File: src/rtl/rxb_pkg.sv
// Summary of operation
// - Self-test mismatch raises violation flag that byte
// - Ready pulses high once per self-test loop
// - Self-test outputs show expected pattern
// - Bypass with self-test decodes; bypass resumes after
// - Mode selects bypass, decoded or test
// - Test mode bit clock is serial_input_b
// - Test or self-test with reframe shows internals
// - Ten bits per character, all 256 bytes decoded
// - Bits A..H map to positions 0..7
// - Data chars flag low, special chars high
// - Comma pattern aligns the character boundary
// - Framer off without reframe; ready waits K28.5
// - Unassigned code gives violation, special, E0
package rxb_pkg;
  // ***************************************************
  // Modes, states and code constants
  // ***************************************************
  localparam logic [1:0] MODE_ENC = 2'h0;
  localparam logic [1:0] MODE_TEST = 2'h1;
  localparam logic [1:0] MODE_BYP = 2'h2;
  typedef enum logic [2:0] {
    ST_OFF = 3'h1,
    ST_WAIT = 3'h2,
    ST_RUN = 3'h4
  } rxb_bist_t;
  localparam logic [3:0] CNT_LAST = 4'h9;
  localparam logic [5:0] K28_6B = 6'h0F;
  localparam logic [3:0] ALT7_4B = 4'h7;
  localparam logic [9:0] K285_NEG = 10'h0FA;
  localparam logic [9:0] K285_POS = 10'h305;
  localparam logic [4:0] K28_X = 5'h1C;
  localparam logic [2:0] ALT7_Y = 3'h7;
  localparam logic [7:0] BAD_CODE = 8'hE0;
  localparam logic [7:0] BIST_INIT = 8'hFC;
  localparam logic [7:0] BIST_SEED = 8'h01;
  localparam int W_BUF = 22;
  localparam int D_BUF = 2;
  // Negative-disparity 6b and 4b codes, index is the unencoded value
  localparam logic [5:0] T6 [32] = '{
    6'h27, 6'h1D, 6'h2D, 6'h31, 6'h35, 6'h29, 6'h19, 6'h38,
    6'h39, 6'h25, 6'h15, 6'h34, 6'h0D, 6'h2C, 6'h1C, 6'h17,
    6'h1B, 6'h23, 6'h13, 6'h32, 6'h0B, 6'h2A, 6'h1A, 6'h3A,
    6'h33, 6'h26, 6'h16, 6'h36, 6'h0E, 6'h2E, 6'h1E, 6'h2B};
  localparam logic [3:0] T4 [8] = '{
    4'hB, 4'h9, 4'h5, 4'hC, 4'hD, 4'hA, 4'h6, 4'hE};
endpackage

File: src/rtl/rxb_receiver.sv
`timescale 1ns/1ps
module rxb_receiver (
  input wire logic clock_in,
  input wire logic rstn_in,
  input wire logic serial_in,
  input wire logic serial_input_b_in,
  input wire logic [1:0] mode_sel_in,
  input wire logic self_test_enable_n_in,
  input wire logic reframe_enable_in,
  input wire logic host_ready_in,
  output logic [7:0] parallel_data_out,
  output logic special_char_flag_out,
  output logic receive_violation_flag_out,
  output logic [9:0] raw_ten_bit_out,
  output logic byte_ready_n_out,
  output logic rx_ready_out
);
  // ***************************************************
  // Bit timing and framing
  // ***************************************************
  logic sib_q;
  logic rf_q;
  logic [9:0] shift_q;
  logic [3:0] cnt_q;
  logic sync_wait_q;
  wire test_mode = mode_sel_in == rxb_pkg::MODE_TEST;
  // Test mode steps the shifter on rising edges of the external bit clock
  wire bit_stb = test_mode ? (serial_input_b_in && !sib_q) : 1'b1;
  wire [9:0] shift_d = bit_stb ? {shift_q[8:0], serial_in} : shift_q;
  wire comma_d = (shift_d == rxb_pkg::K285_NEG) || (shift_d == rxb_pkg::K285_POS);
  wire realign = bit_stb && reframe_enable_in && comma_d;
  wire char_end = (bit_stb && cnt_q == rxb_pkg::CNT_LAST) || realign;
  wire [3:0] cnt_d = char_end ? 4'h0 : (bit_stb ? cnt_q + 4'h1 : cnt_q);
  // Ready stays inhibited from the reframe rise until a K28.5 lands
  wire sync_wait_d = (reframe_enable_in && !rf_q) ? 1'b1 :
                     ((char_end && comma_d) ? 1'b0 : sync_wait_q);

  always_ff @(posedge clock_in) begin
    if (!rstn_in) begin
      sib_q <= 1'b0;
      rf_q <= 1'b0;
      shift_q <= 10'h000;
      cnt_q <= 4'h0;
      sync_wait_q <= 1'b0;
    end else begin
      sib_q <= serial_input_b_in;
      rf_q <= reframe_enable_in;
      shift_q <= shift_d;
      cnt_q <= cnt_d;
      sync_wait_q <= sync_wait_d;
    end
  end

  // ***************************************************
  // Character decoder
  // ***************************************************
  function automatic logic [5:0] flip6(input logic [5:0] c);
    flip6 = ($countones(c) != 3 || c == 6'h38) ? ~c : c;
  endfunction
  function automatic logic [3:0] flip4(input logic [3:0] c);
    flip4 = ($countones(c) != 2 || c == 4'hC) ? ~c : c;
  endfunction

  wire [5:0] c6 = shift_d[9:4];
  wire [3:0] c4 = shift_d[3:0];
  logic [31:0] m6;
  logic [7:0] m4;
  logic [4:0] enc6;
  logic [2:0] enc4;
  genvar gi;
  generate
    for (gi = 0; gi < 32; gi++) begin : g_six
      assign m6[gi] = c6 == rxb_pkg::T6[gi] || c6 == flip6(rxb_pkg::T6[gi]);
      if (gi < 8) begin : g_four
        assign m4[gi] = c4 == rxb_pkg::T4[gi] || c4 == flip4(rxb_pkg::T4[gi]);
      end
    end
  endgenerate

  always_comb begin
    enc6 = 5'h00;
    enc4 = 3'h0;
    for (int i = 0; i < 32; i++) begin
      if (m6[i]) begin
        enc6 = 5'(i);
      end
    end
    for (int i = 0; i < 8; i++) begin
      if (m4[i]) begin
        enc4 = 3'(i);
      end
    end
  end

  wire k28 = c6 == rxb_pkg::K28_6B || c6 == ~rxb_pkg::K28_6B;
  wire alt7 = c4 == rxb_pkg::ALT7_4B || c4 == ~rxb_pkg::ALT7_4B;
  wire [4:0] dec_x = k28 ? rxb_pkg::K28_X : enc6;
  wire [2:0] dec_y = alt7 ? rxb_pkg::ALT7_Y : enc4;
  wire x_k7 = dec_x == 5'h17 || dec_x == 5'h1B || dec_x == 5'h1D || dec_x == 5'h1E;
  wire dec_bad = !((|m6) || k28) || !((|m4) || alt7);
  wire dec_sc = dec_bad || k28 || (alt7 && x_k7);
  wire dec_rvs = dec_bad;
  wire [7:0] dec_data = dec_bad ? rxb_pkg::BAD_CODE : {dec_y, dec_x};

  // ***************************************************
  // Self-test checker
  // ***************************************************
  rxb_pkg::rxb_bist_t st_q;
  rxb_pkg::rxb_bist_t st_d;
  logic [7:0] lfsr_q;
  wire [7:0] lfsr_nxt = {lfsr_q[6:0], lfsr_q[7] ^ lfsr_q[5] ^ lfsr_q[4] ^ lfsr_q[3]};
  wire init_seen = dec_sc && !dec_rvs && dec_data == rxb_pkg::BIST_INIT;
  wire mismatch = dec_rvs || dec_sc || dec_data != lfsr_q;
  wire loop_end = lfsr_nxt == rxb_pkg::BIST_SEED;

  always_comb begin
    st_d = st_q;
    if (self_test_enable_n_in) begin
      st_d = rxb_pkg::ST_OFF;
    end else begin
      case (st_q)
        rxb_pkg::ST_OFF: st_d = rxb_pkg::ST_WAIT;
        rxb_pkg::ST_WAIT: st_d = (char_end && init_seen) ? rxb_pkg::ST_RUN : rxb_pkg::ST_WAIT;
        rxb_pkg::ST_RUN: st_d = rxb_pkg::ST_RUN;
        default: st_d = rxb_pkg::ST_OFF;
      endcase
    end
  end

  always_ff @(posedge clock_in) begin
    if (!rstn_in) begin
      st_q <= rxb_pkg::ST_OFF;
      lfsr_q <= rxb_pkg::BIST_SEED;
    end else begin
      st_q <= st_d;
      if (st_q != rxb_pkg::ST_RUN) begin
        lfsr_q <= rxb_pkg::BIST_SEED;
      end else if (char_end) begin
        lfsr_q <= lfsr_nxt;
      end
    end
  end

  // ***************************************************
  // Output word selection and fill hold-back
  // ***************************************************
  wire bist_run = st_q == rxb_pkg::ST_RUN;
  wire bist_wait = st_q == rxb_pkg::ST_WAIT;
  // Self-test overrides bypass so the checker always sees decoded bytes
  wire bypass_eff = mode_sel_in == rxb_pkg::MODE_BYP && self_test_enable_n_in;
  wire internal = test_mode || (!self_test_enable_n_in && reframe_enable_in);
  wire [9:0] sel_word = internal ? {sync_wait_d, bist_run, shift_q[7:0]} :
                        bist_run ? {mismatch, 1'b0, lfsr_q} :
                        bypass_eff ? shift_d :
                        {dec_rvs, dec_sc, dec_data};
  wire sel_pulse = bist_run ? loop_end :
                   bist_wait ? init_seen :
                   !sync_wait_d;
  logic pend_valid_q;
  logic pend_k285_q;
  logic pend_pulse_q;
  logic pend_inv_q;
  logic [9:0] pend_word_q;
  logic [9:0] pend_raw_q;
  // One character of look-ahead: a K28.5 followed by another is fill
  wire fill = pend_k285_q && comma_d && !bist_run;
  wire push = char_end && pend_valid_q;
  wire [21:0] push_word = {pend_inv_q, pend_pulse_q && !fill, pend_word_q, pend_raw_q};
  logic buf_valid;
  logic [21:0] buf_word;

  always_ff @(posedge clock_in) begin
    if (!rstn_in) begin
      pend_valid_q <= 1'b0;
      pend_k285_q <= 1'b0;
      pend_pulse_q <= 1'b0;
      pend_inv_q <= 1'b0;
      pend_word_q <= 10'h000;
      pend_raw_q <= 10'h000;
    end else if (char_end) begin
      pend_valid_q <= 1'b1;
      pend_k285_q <= comma_d;
      pend_pulse_q <= sel_pulse;
      pend_inv_q <= bist_run;
      pend_word_q <= sel_word;
      pend_raw_q <= shift_d;
    end
  end

  rxb_pair_buf #(
    .W(rxb_pkg::W_BUF),
    .DEPTH(rxb_pkg::D_BUF)
  ) u_buf (
    .clock_in(clock_in),
    .rstn_in(rstn_in),
    .in_valid_in(push),
    .in_data_in(push_word),
    .in_ready_out(rx_ready_out),
    .out_valid_out(buf_valid),
    .out_data_out(buf_word),
    .out_ready_in(host_ready_in)
  );

  wire pop = buf_valid && host_ready_in;
  // Self-test idles ready low and pulses it high; normal use is the reverse
  wire rdy_n_d = pop ? (buf_word[20] ? buf_word[21] : !buf_word[21]) : !bist_run;

  always_ff @(posedge clock_in) begin
    if (!rstn_in) begin
      parallel_data_out <= 8'h00;
      special_char_flag_out <= 1'b0;
      receive_violation_flag_out <= 1'b0;
      raw_ten_bit_out <= 10'h000;
      byte_ready_n_out <= 1'b1;
    end else begin
      byte_ready_n_out <= rdy_n_d;
      if (pop) begin
        {receive_violation_flag_out, special_char_flag_out, parallel_data_out} <= buf_word[19:10];
        raw_ten_bit_out <= buf_word[9:0];
      end
    end
  end
endmodule

File: src/rtl/rxb_pair_buf.sv
`timescale 1ns/1ps
// Small FIFO between the decoder and the output latch; DEPTH must be a power of two
module rxb_pair_buf #(
  parameter int W = 22,
  parameter int DEPTH = 2
) (
  input wire logic clock_in,
  input wire logic rstn_in,
  input wire logic in_valid_in,
  input wire logic [W-1:0] in_data_in,
  output logic in_ready_out,
  output logic out_valid_out,
  output logic [W-1:0] out_data_out,
  input wire logic out_ready_in
);
  localparam int AW = (DEPTH > 1) ? $clog2(DEPTH) : 1;
  logic [W-1:0] mem_q [DEPTH];
  logic [AW-1:0] wp_q;
  logic [AW-1:0] rp_q;
  logic [AW:0] cnt_q;
  logic [AW:0] cnt_d;
  logic rdy_q;
  wire push = in_valid_in && rdy_q;
  wire pop = out_valid_out && out_ready_in;

  assign cnt_d = cnt_q + {{AW{1'b0}}, push} - {{AW{1'b0}}, pop};
  assign out_valid_out = cnt_q != '0;
  assign out_data_out = mem_q[rp_q];
  assign in_ready_out = rdy_q;

  always_ff @(posedge clock_in) begin
    if (!rstn_in) begin
      wp_q <= '0;
      rp_q <= '0;
      cnt_q <= '0;
      rdy_q <= 1'b0;
    end else begin
      wp_q <= wp_q + AW'(push);
      rp_q <= rp_q + AW'(pop);
      cnt_q <= cnt_d;
      rdy_q <= cnt_d != (AW+1)'(DEPTH);
    end
  end

  always_ff @(posedge clock_in) begin
    if (push) begin
      mem_q[wp_q] <= in_data_in;
    end
  end
endmodule

File: config.mk
export PLATFORM = sky130hd
export DESIGN_NAME = rxb_receiver
export DESIGN_NICKNAME = d
export VERILOG_FILES = /design/src/rtl/rxb_pkg.sv /design/src/rtl/rxb_receiver.sv /design/src/rtl/rxb_pair_buf.sv
export SDC_FILE = /design/constraint.sdc
export NUM_CORES = 1
export LEC_CHECK = 0
export ABC_CLOCK_PERIOD_IN_PS = 4140
export BUFFER_PORTS_ARGS = -buffer_cell sky130_fd_sc_hd__buf_2
export CORE_UTILIZATION = 25
export CTS_CLUSTER_DIAMETER = 150
export CTS_CLUSTER_SIZE = 28
export DETAILED_ROUTE_END_ITERATION = 7
export PLACE_DENSITY = 0.36
export SETUP_SLACK_MARGIN = 0.3
export SYNTH_ARGS = -nofsm -noshare
export SYNTH_HDL_FRONTEND = slang
export SYNTH_SLANG_ARGS = --single-unit
File: constraint.sdc
create_clock -name clock_in -period 4.14 [get_ports clock_in]
set_input_delay 0.621 -clock clock_in [delete_from_list [all_inputs] [get_ports clock_in]]
set_output_delay 0.621 -clock clock_in [all_outputs]
set_load 0.03 [all_outputs]
==> metrics.txt, run 1 <==
result of the run=finished clean; cell taking the most area after synthesis=sky130_fd_sc_hd__dfxtp_1; floorplan die width=172 um; TNS Setup=0 ps; number of hold buffers added after cts=0; clock input transition at the sequential cells of the worst setup and hold paths=60 ps; count of distinct cell types in the synthesized netlist=74; Synth Area per Inst=8.60 um2; top area cells in the synthesized netlist=sky130_fd_sc_hd__dfxtp_1, sky130_fd_sc_hd__edfxtp_1, sky130_fd_sc_hd__nand2_1, sky130_fd_sc_hd__a21oi_1, sky130_fd_sc_hd__o211a_1; flops & latches, synth=123; Seq pwr share=42.2%; IO Port Bufs=30; total area of multi-input combinational cells=3910 um2; number of buffers and inverters on the critical path=1; Data required, critical path=4430 ps; Min-Delay Path Class=flop to flop; power per cell area=366 nW/um2; Post-Synthesis Cell Area=7240 um2; Crit-path slowest cell=sky130_fd_sc_hd__nor2b_1; wire length of the first global-routing pass=41.2 mm; count of cells resized by post-cts repair=0; internal cell power=0.00228 W; maximum vdd drop=0.235 mV; H-Tree Depth=4; largest fanout on the critical path=12; die outline area=29600 um2; initial antenna violation count=0; first-pass iteration count of the detailed router=5; count of pins on the block boundary=31; std cell rows=61; CP startpoint=shift_q[5]$_SDFF_PN0_; min-delay src=pend_raw_q[1]$_SDFFE_PN0N_; clock period minus worst slack=3560 ps; vertical die dimension=172 um; clock sink total=123; fillers=3003; part of the Yosys area used for sequential elements=40.1%; Crit path depth=9; number of vias after detailed routing=6855; pin count of the biggest net entering global routing=45; worst rel slew slack=24.3%; clock buffer depth=2; residual antenna-violating net count after detailed routing=0; Post-synth EDFFs=44; synthesized instance count=842; area used by sequential logic in the layout=2900 um2; Primary FF master, synth=sky130_fd_sc_hd__dfxtp_1; Post-CTS Repair Setup Buffers=0; setup-violating endpoint count in the final report=0; share of flip-flops with an asynchronous set or reset=0%; detailed placement HPWL=19.3 mm; vias in the first global route=6641; number of DRC violations after detailed-routing iteration 0=522; portion of synthesized cell area occupied by the leading cell type=21.8%; effective utilization at floorplan=25.7%; Final period util=86.0%; worst r2r path cells=9; switching share of power=27.6%; area of the core region=28200 um2; worst-case register-to-register setup slack=580 ps; Synth Warn #=0; worst path arrival time=3850 ps; vias per cell=5.45; placed cells=1226; critical path startpoint category=flop; Leak Pwr=3.16 nW; slowest stage delay, CP=870 ps; count of final max-slew check failures=0; clk root buf=sky130_fd_sc_hd__clkbuf_16; CTS tree=built; total global routing overflow=0; crit path kind=flop to flop; CP endpoint=pend_word_q[9]$_SDFFE_PN0N_; Achievable Freq=281 MHz; transition time of the tightest slew-check pin=1130 ps; count of non-filler cells in the finished layout=1258; Net Sw Power=0.000869 W; Reg-to-Reg Start=shift_q[5]$_SDFF_PN0_; share of cells above drive strength 1=15.3%; Maximum Capacitance Violations=0; critical path cell sequence=buf_4 -> nor2b_1 -> nor2_1 -> o311ai_0 -> a311oi_1 -> or3_1 -> xnor2_1 -> or4b_1 -> o31a_1; NumNets Final=882; routed length per instance=21.3 um; Synth-to-Final Area Change=18.8%; Worst Hold Slack=450 ps; clock latency of the later-clocked register in the worst-skew pair=420 ps; DRC violation count after routing=0; Post-Syn Nets=857; final-report hold violation count=0; total routing resource utilization after global routing=18.8%; worst reg2reg path endpoint=pend_word_q[9]$_SDFFE_PN0N_; TritonCTS buffer count=17; combinational fraction of design power=12.2%; Diodes inserted=0; Clock Skew=24.8 ps; Top delay family on crit path=simple AND/OR/NAND/NOR gates; clock network fraction of design power=45.7%; Worst Setup End Kind=flop; total wire length after detailed routing=26.8 mm; placer congestion estimate=0.919; setup repair after global routing missed its margin=false
## cell families (layout without fill, tap and decap cells)
| kind of cell | after synthesis | in the layout | share of synthesized area, % |
|---|---|---|---|
| adder cells (fa/ha/maj) | 9 | 9 | 1.45 |
| multiplexers | 25 | 25 | 3.65 |
| XOR/XNOR | 20 | 20 | 2.42 |
| AO/OA/AOI/OAI | 284 | 284 | 27.5 |
| flip-flops | 123 | 123 | 40.1 |
| AND/OR/NAND/NOR | 277 | 277 | 18.9 |
| buffers and inverters | 104 | 142 | 5.98 |
## layout by cell type (no fill, tap or decap), drive strengths merged, types with 9 or more instances in the layout
master  synthesis  final
a21oi          59     59
a31oi          12     12
and2           16     16
buf            36     90
clkbuf         48     18
dfxtp          79     79
edfxtp         44     44
inv            20     24
mux2i          23     23
nand2          93     93
nand3          24     24
nand4           9      9
nor2           51     51
nor2b          24     24
nor3           18     18
o211a          26     26
o211ai         18     18
o21a            9      9
o21ai          56     56
o22ai          13     13
xnor2          12     12
## registers in the layout (all words and copies together) (netlist names), 2 cells and up, named ones only
register           cells
cnt_q                  4
lfsr_q                 8
parallel_data_out      8
pend_raw_q            10
pend_word_q           10
raw_ten_bit_out       10
shift_q               10
st_q                   3
u_buf.cnt_q            2
u_buf.mem_q           44
## cell type report
class / count / area share [%]
Clock buffer: 18 / 5.11
Clock inverter: 14 / 1.59
Inverter: 20 / 0.873
Multi-Input combinational cell: 615 / 45.4
Sequential cell: 123 / 33.8
Tap cell: 378 / 5.50
Timing Repair Buffer: 90 / 7.71
## Yosys cell counts (8+ instances only)
cell type	number
sky130_fd_sc_hd__and2_1	16
sky130_fd_sc_hd__nor3_1	18
sky130_fd_sc_hd__o211a_1	26
sky130_fd_sc_hd__inv_1	19
sky130_fd_sc_hd__a31oi_1	12
sky130_fd_sc_hd__a21oi_1	58
sky130_fd_sc_hd__xnor2_1	12
sky130_fd_sc_hd__o22ai_1	13
sky130_fd_sc_hd__o21a_1	9
sky130_fd_sc_hd__clkbuf_1	48
sky130_fd_sc_hd__buf_2	28
sky130_fd_sc_hd__a221oi_1	8
sky130_fd_sc_hd__o21ai_0	48
sky130_fd_sc_hd__mux2i_1	23
sky130_fd_sc_hd__o311ai_0	8
sky130_fd_sc_hd__nand3_1	24
sky130_fd_sc_hd__nand4_1	9
sky130_fd_sc_hd__o211ai_1	18
sky130_fd_sc_hd__xor2_1	8
sky130_fd_sc_hd__dfxtp_1	79
sky130_fd_sc_hd__nor2_1	51
sky130_fd_sc_hd__nand2_1	93
sky130_fd_sc_hd__nand2b_1	8
sky130_fd_sc_hd__edfxtp_1	44
sky130_fd_sc_hd__nor2b_1	24
## worst min-delay path by stage
| stage | endpoint | slack [ps] | depth (start not counted) |
|---|---|---|---|
| after detailed placement | u_buf.mem_q[1][14]$_DFFE_PP_ | 440 | 0 |
| after global routing | u_buf.mem_q[1][1]$_DFFE_PP_ | 470 | 0 |
| final | u_buf.mem_q[1][1]$_DFFE_PP_ | 450 | 0 |
| after floorplan | u_buf.mem_q[0][11]$_DFFE_PP_ | 420 | 0 |
| after CTS | u_buf.mem_q[0][16]$_DFFE_PP_ | 450 | 0 |
| after global placement | u_buf.mem_q[0][15]$_DFFE_PP_ | 440 | 0 |
## routing by layer
layer,up-vias,wire (um),GRT usage (%)
li1,3194,-,-
met1,3373,12700,26.1
met2,254,12000,29.3
met3,34,1490,3.59
met4,0,501,5.43
met5,-,0,0
## power groups by stage
| stage | Combinational [W] | Sequential [W] | Clock (W) |
|---|---|---|---|
| 6_report | 0.000383 | 0.00133 | 0.00144 |
| 5_1_grt | 0.000419 | 0.00133 | 0.00155 |
| 4_1_cts | 0.000387 | 0.00133 | 0.00148 |
| 3_5_place_dp | 0.000386 | 0.00135 | 0 |
| 3_3_place_gp | 0.000386 | 0.00135 | 0 |
| 2_1_floorplan | 0.000206 | 0.00141 | 0 |
## stage by stage
stage                     util (%)  worst slack, ps  total power (W)  area [um2]
final                         30.5              579          0.00315        8600
after global routing          30.5              443          0.00330        8600
after CTS                     30.5              547          0.00320        8600
after detailed placement      28.5              459          0.00174        8020
after global placement        28.5              443          0.00174        8020
after floorplan                  -              448          0.00162        7240
Power figures use the tool's default switching activity.
==> run 2: changes to the inputs <==
--- a/config.mk
+++ b/config.mk
@@ -5,7 +5,7 @@
 export SDC_FILE = /design/constraint.sdc
 export NUM_CORES = 1
 export LEC_CHECK = 0
-export ABC_CLOCK_PERIOD_IN_PS = 4140
+export ABC_CLOCK_PERIOD_IN_PS = 3720
 export BUFFER_PORTS_ARGS = -buffer_cell sky130_fd_sc_hd__buf_2
 export CORE_UTILIZATION = 25
 export CTS_CLUSTER_DIAMETER = 150
==> constraint.sdc (replaced) <==
create_clock -name clock_in -period 3.72 [get_ports clock_in]
set_input_delay 0.558 -clock clock_in [delete_from_list [all_inputs] [get_ports clock_in]]
set_output_delay 0.558 -clock clock_in [all_outputs]
set_load 0.03 [all_outputs]
==> run 2 against run 1 <==
- final area up 4.5%
- worst setup slack worse by 180 ps
- count of clock-buffer cells in the layout unchanged
- largest cell class unchanged
- hold slack worse by 76 ps
- highest routed layer unchanged
- combinational power up 12%
- sequential power up 13%
- clock skew down 2.8 ps
- non-clock buffer count up 37
- wire length up 2.7%
- final cell count up 2.9%
- utilization up 1.4 points
==> metrics.txt, run 2 (synthesis gave the netlist of run 1 again) <==
total routing resource utilization after global routing=19.2%; initial antenna violation count=0; die outline area=29600 um2; total wire length after detailed routing=27.5 mm; number of vias after detailed routing=7014; Clock Skew=21.9 ps; result of the run=finished clean; worst rel slew slack=24.1%; transition time of the tightest slew-check pin=1140 ps; fillers=2930; clock sink total=123; worst path arrival time=3620 ps; Maximum Capacitance Violations=0; setup-violating endpoint count in the final report=0; clock buffer depth=2; detailed placement HPWL=19.6 mm; TritonCTS buffer count=17; Leak Pwr=3.39 nW; pin count of the biggest net entering global routing=45; Worst Setup End Kind=flop; share of cells above drive strength 1=19.3%; clock period minus worst slack=3320 ps; leading cell type in the layout, fill and taps excluded=sky130_fd_sc_hd__nand2_1; worst slack, placed=40.8 ps; Achievable Freq=301 MHz; effective utilization at floorplan=25.7%; first-pass iteration count of the detailed router=6; Data required, critical path=4020 ps; Post-CTS Repair Setup Buffers=0; H-Tree Depth=4; crit path kind=flop to flop; largest fanout on the critical path=9; residual antenna-violating net count after detailed routing=0; count of final max-slew check failures=0; power after layout=0.00364 W; total global routing overflow=0; floorplan die width=172 um; vias per cell=5.42; maximum vdd drop=0.252 mV; most frequent cells in the layout=sky130_fd_sc_hd__nand2_1, sky130_fd_sc_hd__buf_4, sky130_fd_sc_hd__dfxtp_1, sky130_fd_sc_hd__a21oi_1, sky130_fd_sc_hd__nor2_1; vertical die dimension=172 um; clock latency of the later-clocked register in the worst-skew pair=420 ps; routed length per instance=21.2 um; area of the core region=28200 um2; std cell rows=61; CTS tree=built; NumNets Final=919; clk root buf=sky130_fd_sc_hd__clkbuf_16; Diodes inserted=0; Worst Setup Slack, final=397 ps; wire length of the first global-routing pass=42.3 mm; setup repair after global routing missed its margin=true; number of flip-flops under the largest register name=44; Final period util=89.3%; final-report hold violation count=0; vias in the first global route=6758; clock input transition at the sequential cells of the worst setup and hold paths=70 ps; DRC violation count after routing=0; IO Port Bufs=30; Synth-to-Final Area Change=24.2%; count of pins on the block boundary=31; power per cell area=404 nW/um2; critical path startpoint category=flop; Min-Delay Path Class=input pin to flop; placer congestion estimate=0.890; Reg with most FFs=u_buf.mem_q; number of DRC violations after detailed-routing iteration 0=612
[run 2: metrics by stage]
stage	instances	hold WS (ps)	setup TNS, ps	cell area (um2)	util (%)
6_report	1295	374	0	8990	31.9
5_1_grt	1295	368	0	8990	31.9
4_1_cts	1295	355	0	8970	31.9
3_5_place_dp	1263	442	0	8370	29.7
3_3_place_gp	1263	437	-32.8	8370	29.7
2_1_floorplan	842	420	0	7240	-
[run 2: final timing paths]
kind,from,to,slack [ps],depth (start not counted)
setup / recovery,sib_q$_SDFF_PN0_,pend_word_q[9]$_SDFFE_PN0N_,400,10
hold / removal,serial_input_b_in,sib_q$_SDFF_PN0_,370,2
setup reg to reg,sib_q$_SDFF_PN0_,pend_word_q[9]$_SDFFE_PN0N_,400,10
hold reg to reg,pend_word_q[4]$_SDFFE_PN0N_,u_buf.mem_q[0][14]$_DFFE_PP_,450,0
[run 2: metal layers]
| layer | GRT usage, % | part of all wire (%) | vias to the layer above |
|---|---|---|---|
| li1 | - | - | 3268 |
| met1 | 26.7 | 47 | 3427 |
| met2 | 30.3 | 45 | 281 |
| met3 | 3.11 | 5.8 | 38 |
| met4 | 5.89 | 2.3 | 0 |
| met5 | 0 | 0 | - |
[run 2: cell type report]
class	instances	area, um2	share of cell area, %
well taps	378	473	5.26
clock buffers	18	439	4.89
multi-input cells	615	3920	43.6
clock inverters	14	159	1.77
repair buffers	127	1020	11.3
inverters	20	75.1	0.835
flip-flops and latches	123	2910	32.3
[run 2: timing repair]
item                       4_1_cts  5_1_grt
resized for setup                2        6
setup endpoints to repair        4       51
hold buffers                     0        0
[run 2: critical path, cell delays in order, from the launching register on]
cell and delay, ps:
sky130_fd_sc_hd__dfxtp_1 330, sky130_fd_sc_hd__and2b_2 300, sky130_fd_sc_hd__buf_4 200, sky130_fd_sc_hd__a2111oi_0 460, sky130_fd_sc_hd__a21oi_1 100, sky130_fd_sc_hd__o32ai_2 200
sky130_fd_sc_hd__nand3_1 170, sky130_fd_sc_hd__or3_1 450, sky130_fd_sc_hd__xnor2_1 140, sky130_fd_sc_hd__or4b_1 540, sky130_fd_sc_hd__o31a_1 310
[run 2: where the power goes]
group	internal (W)	switching [W]
sequential	0.00144	0.0000558
combinational	0.000162	0.000266
clock	0.00102	0.000690
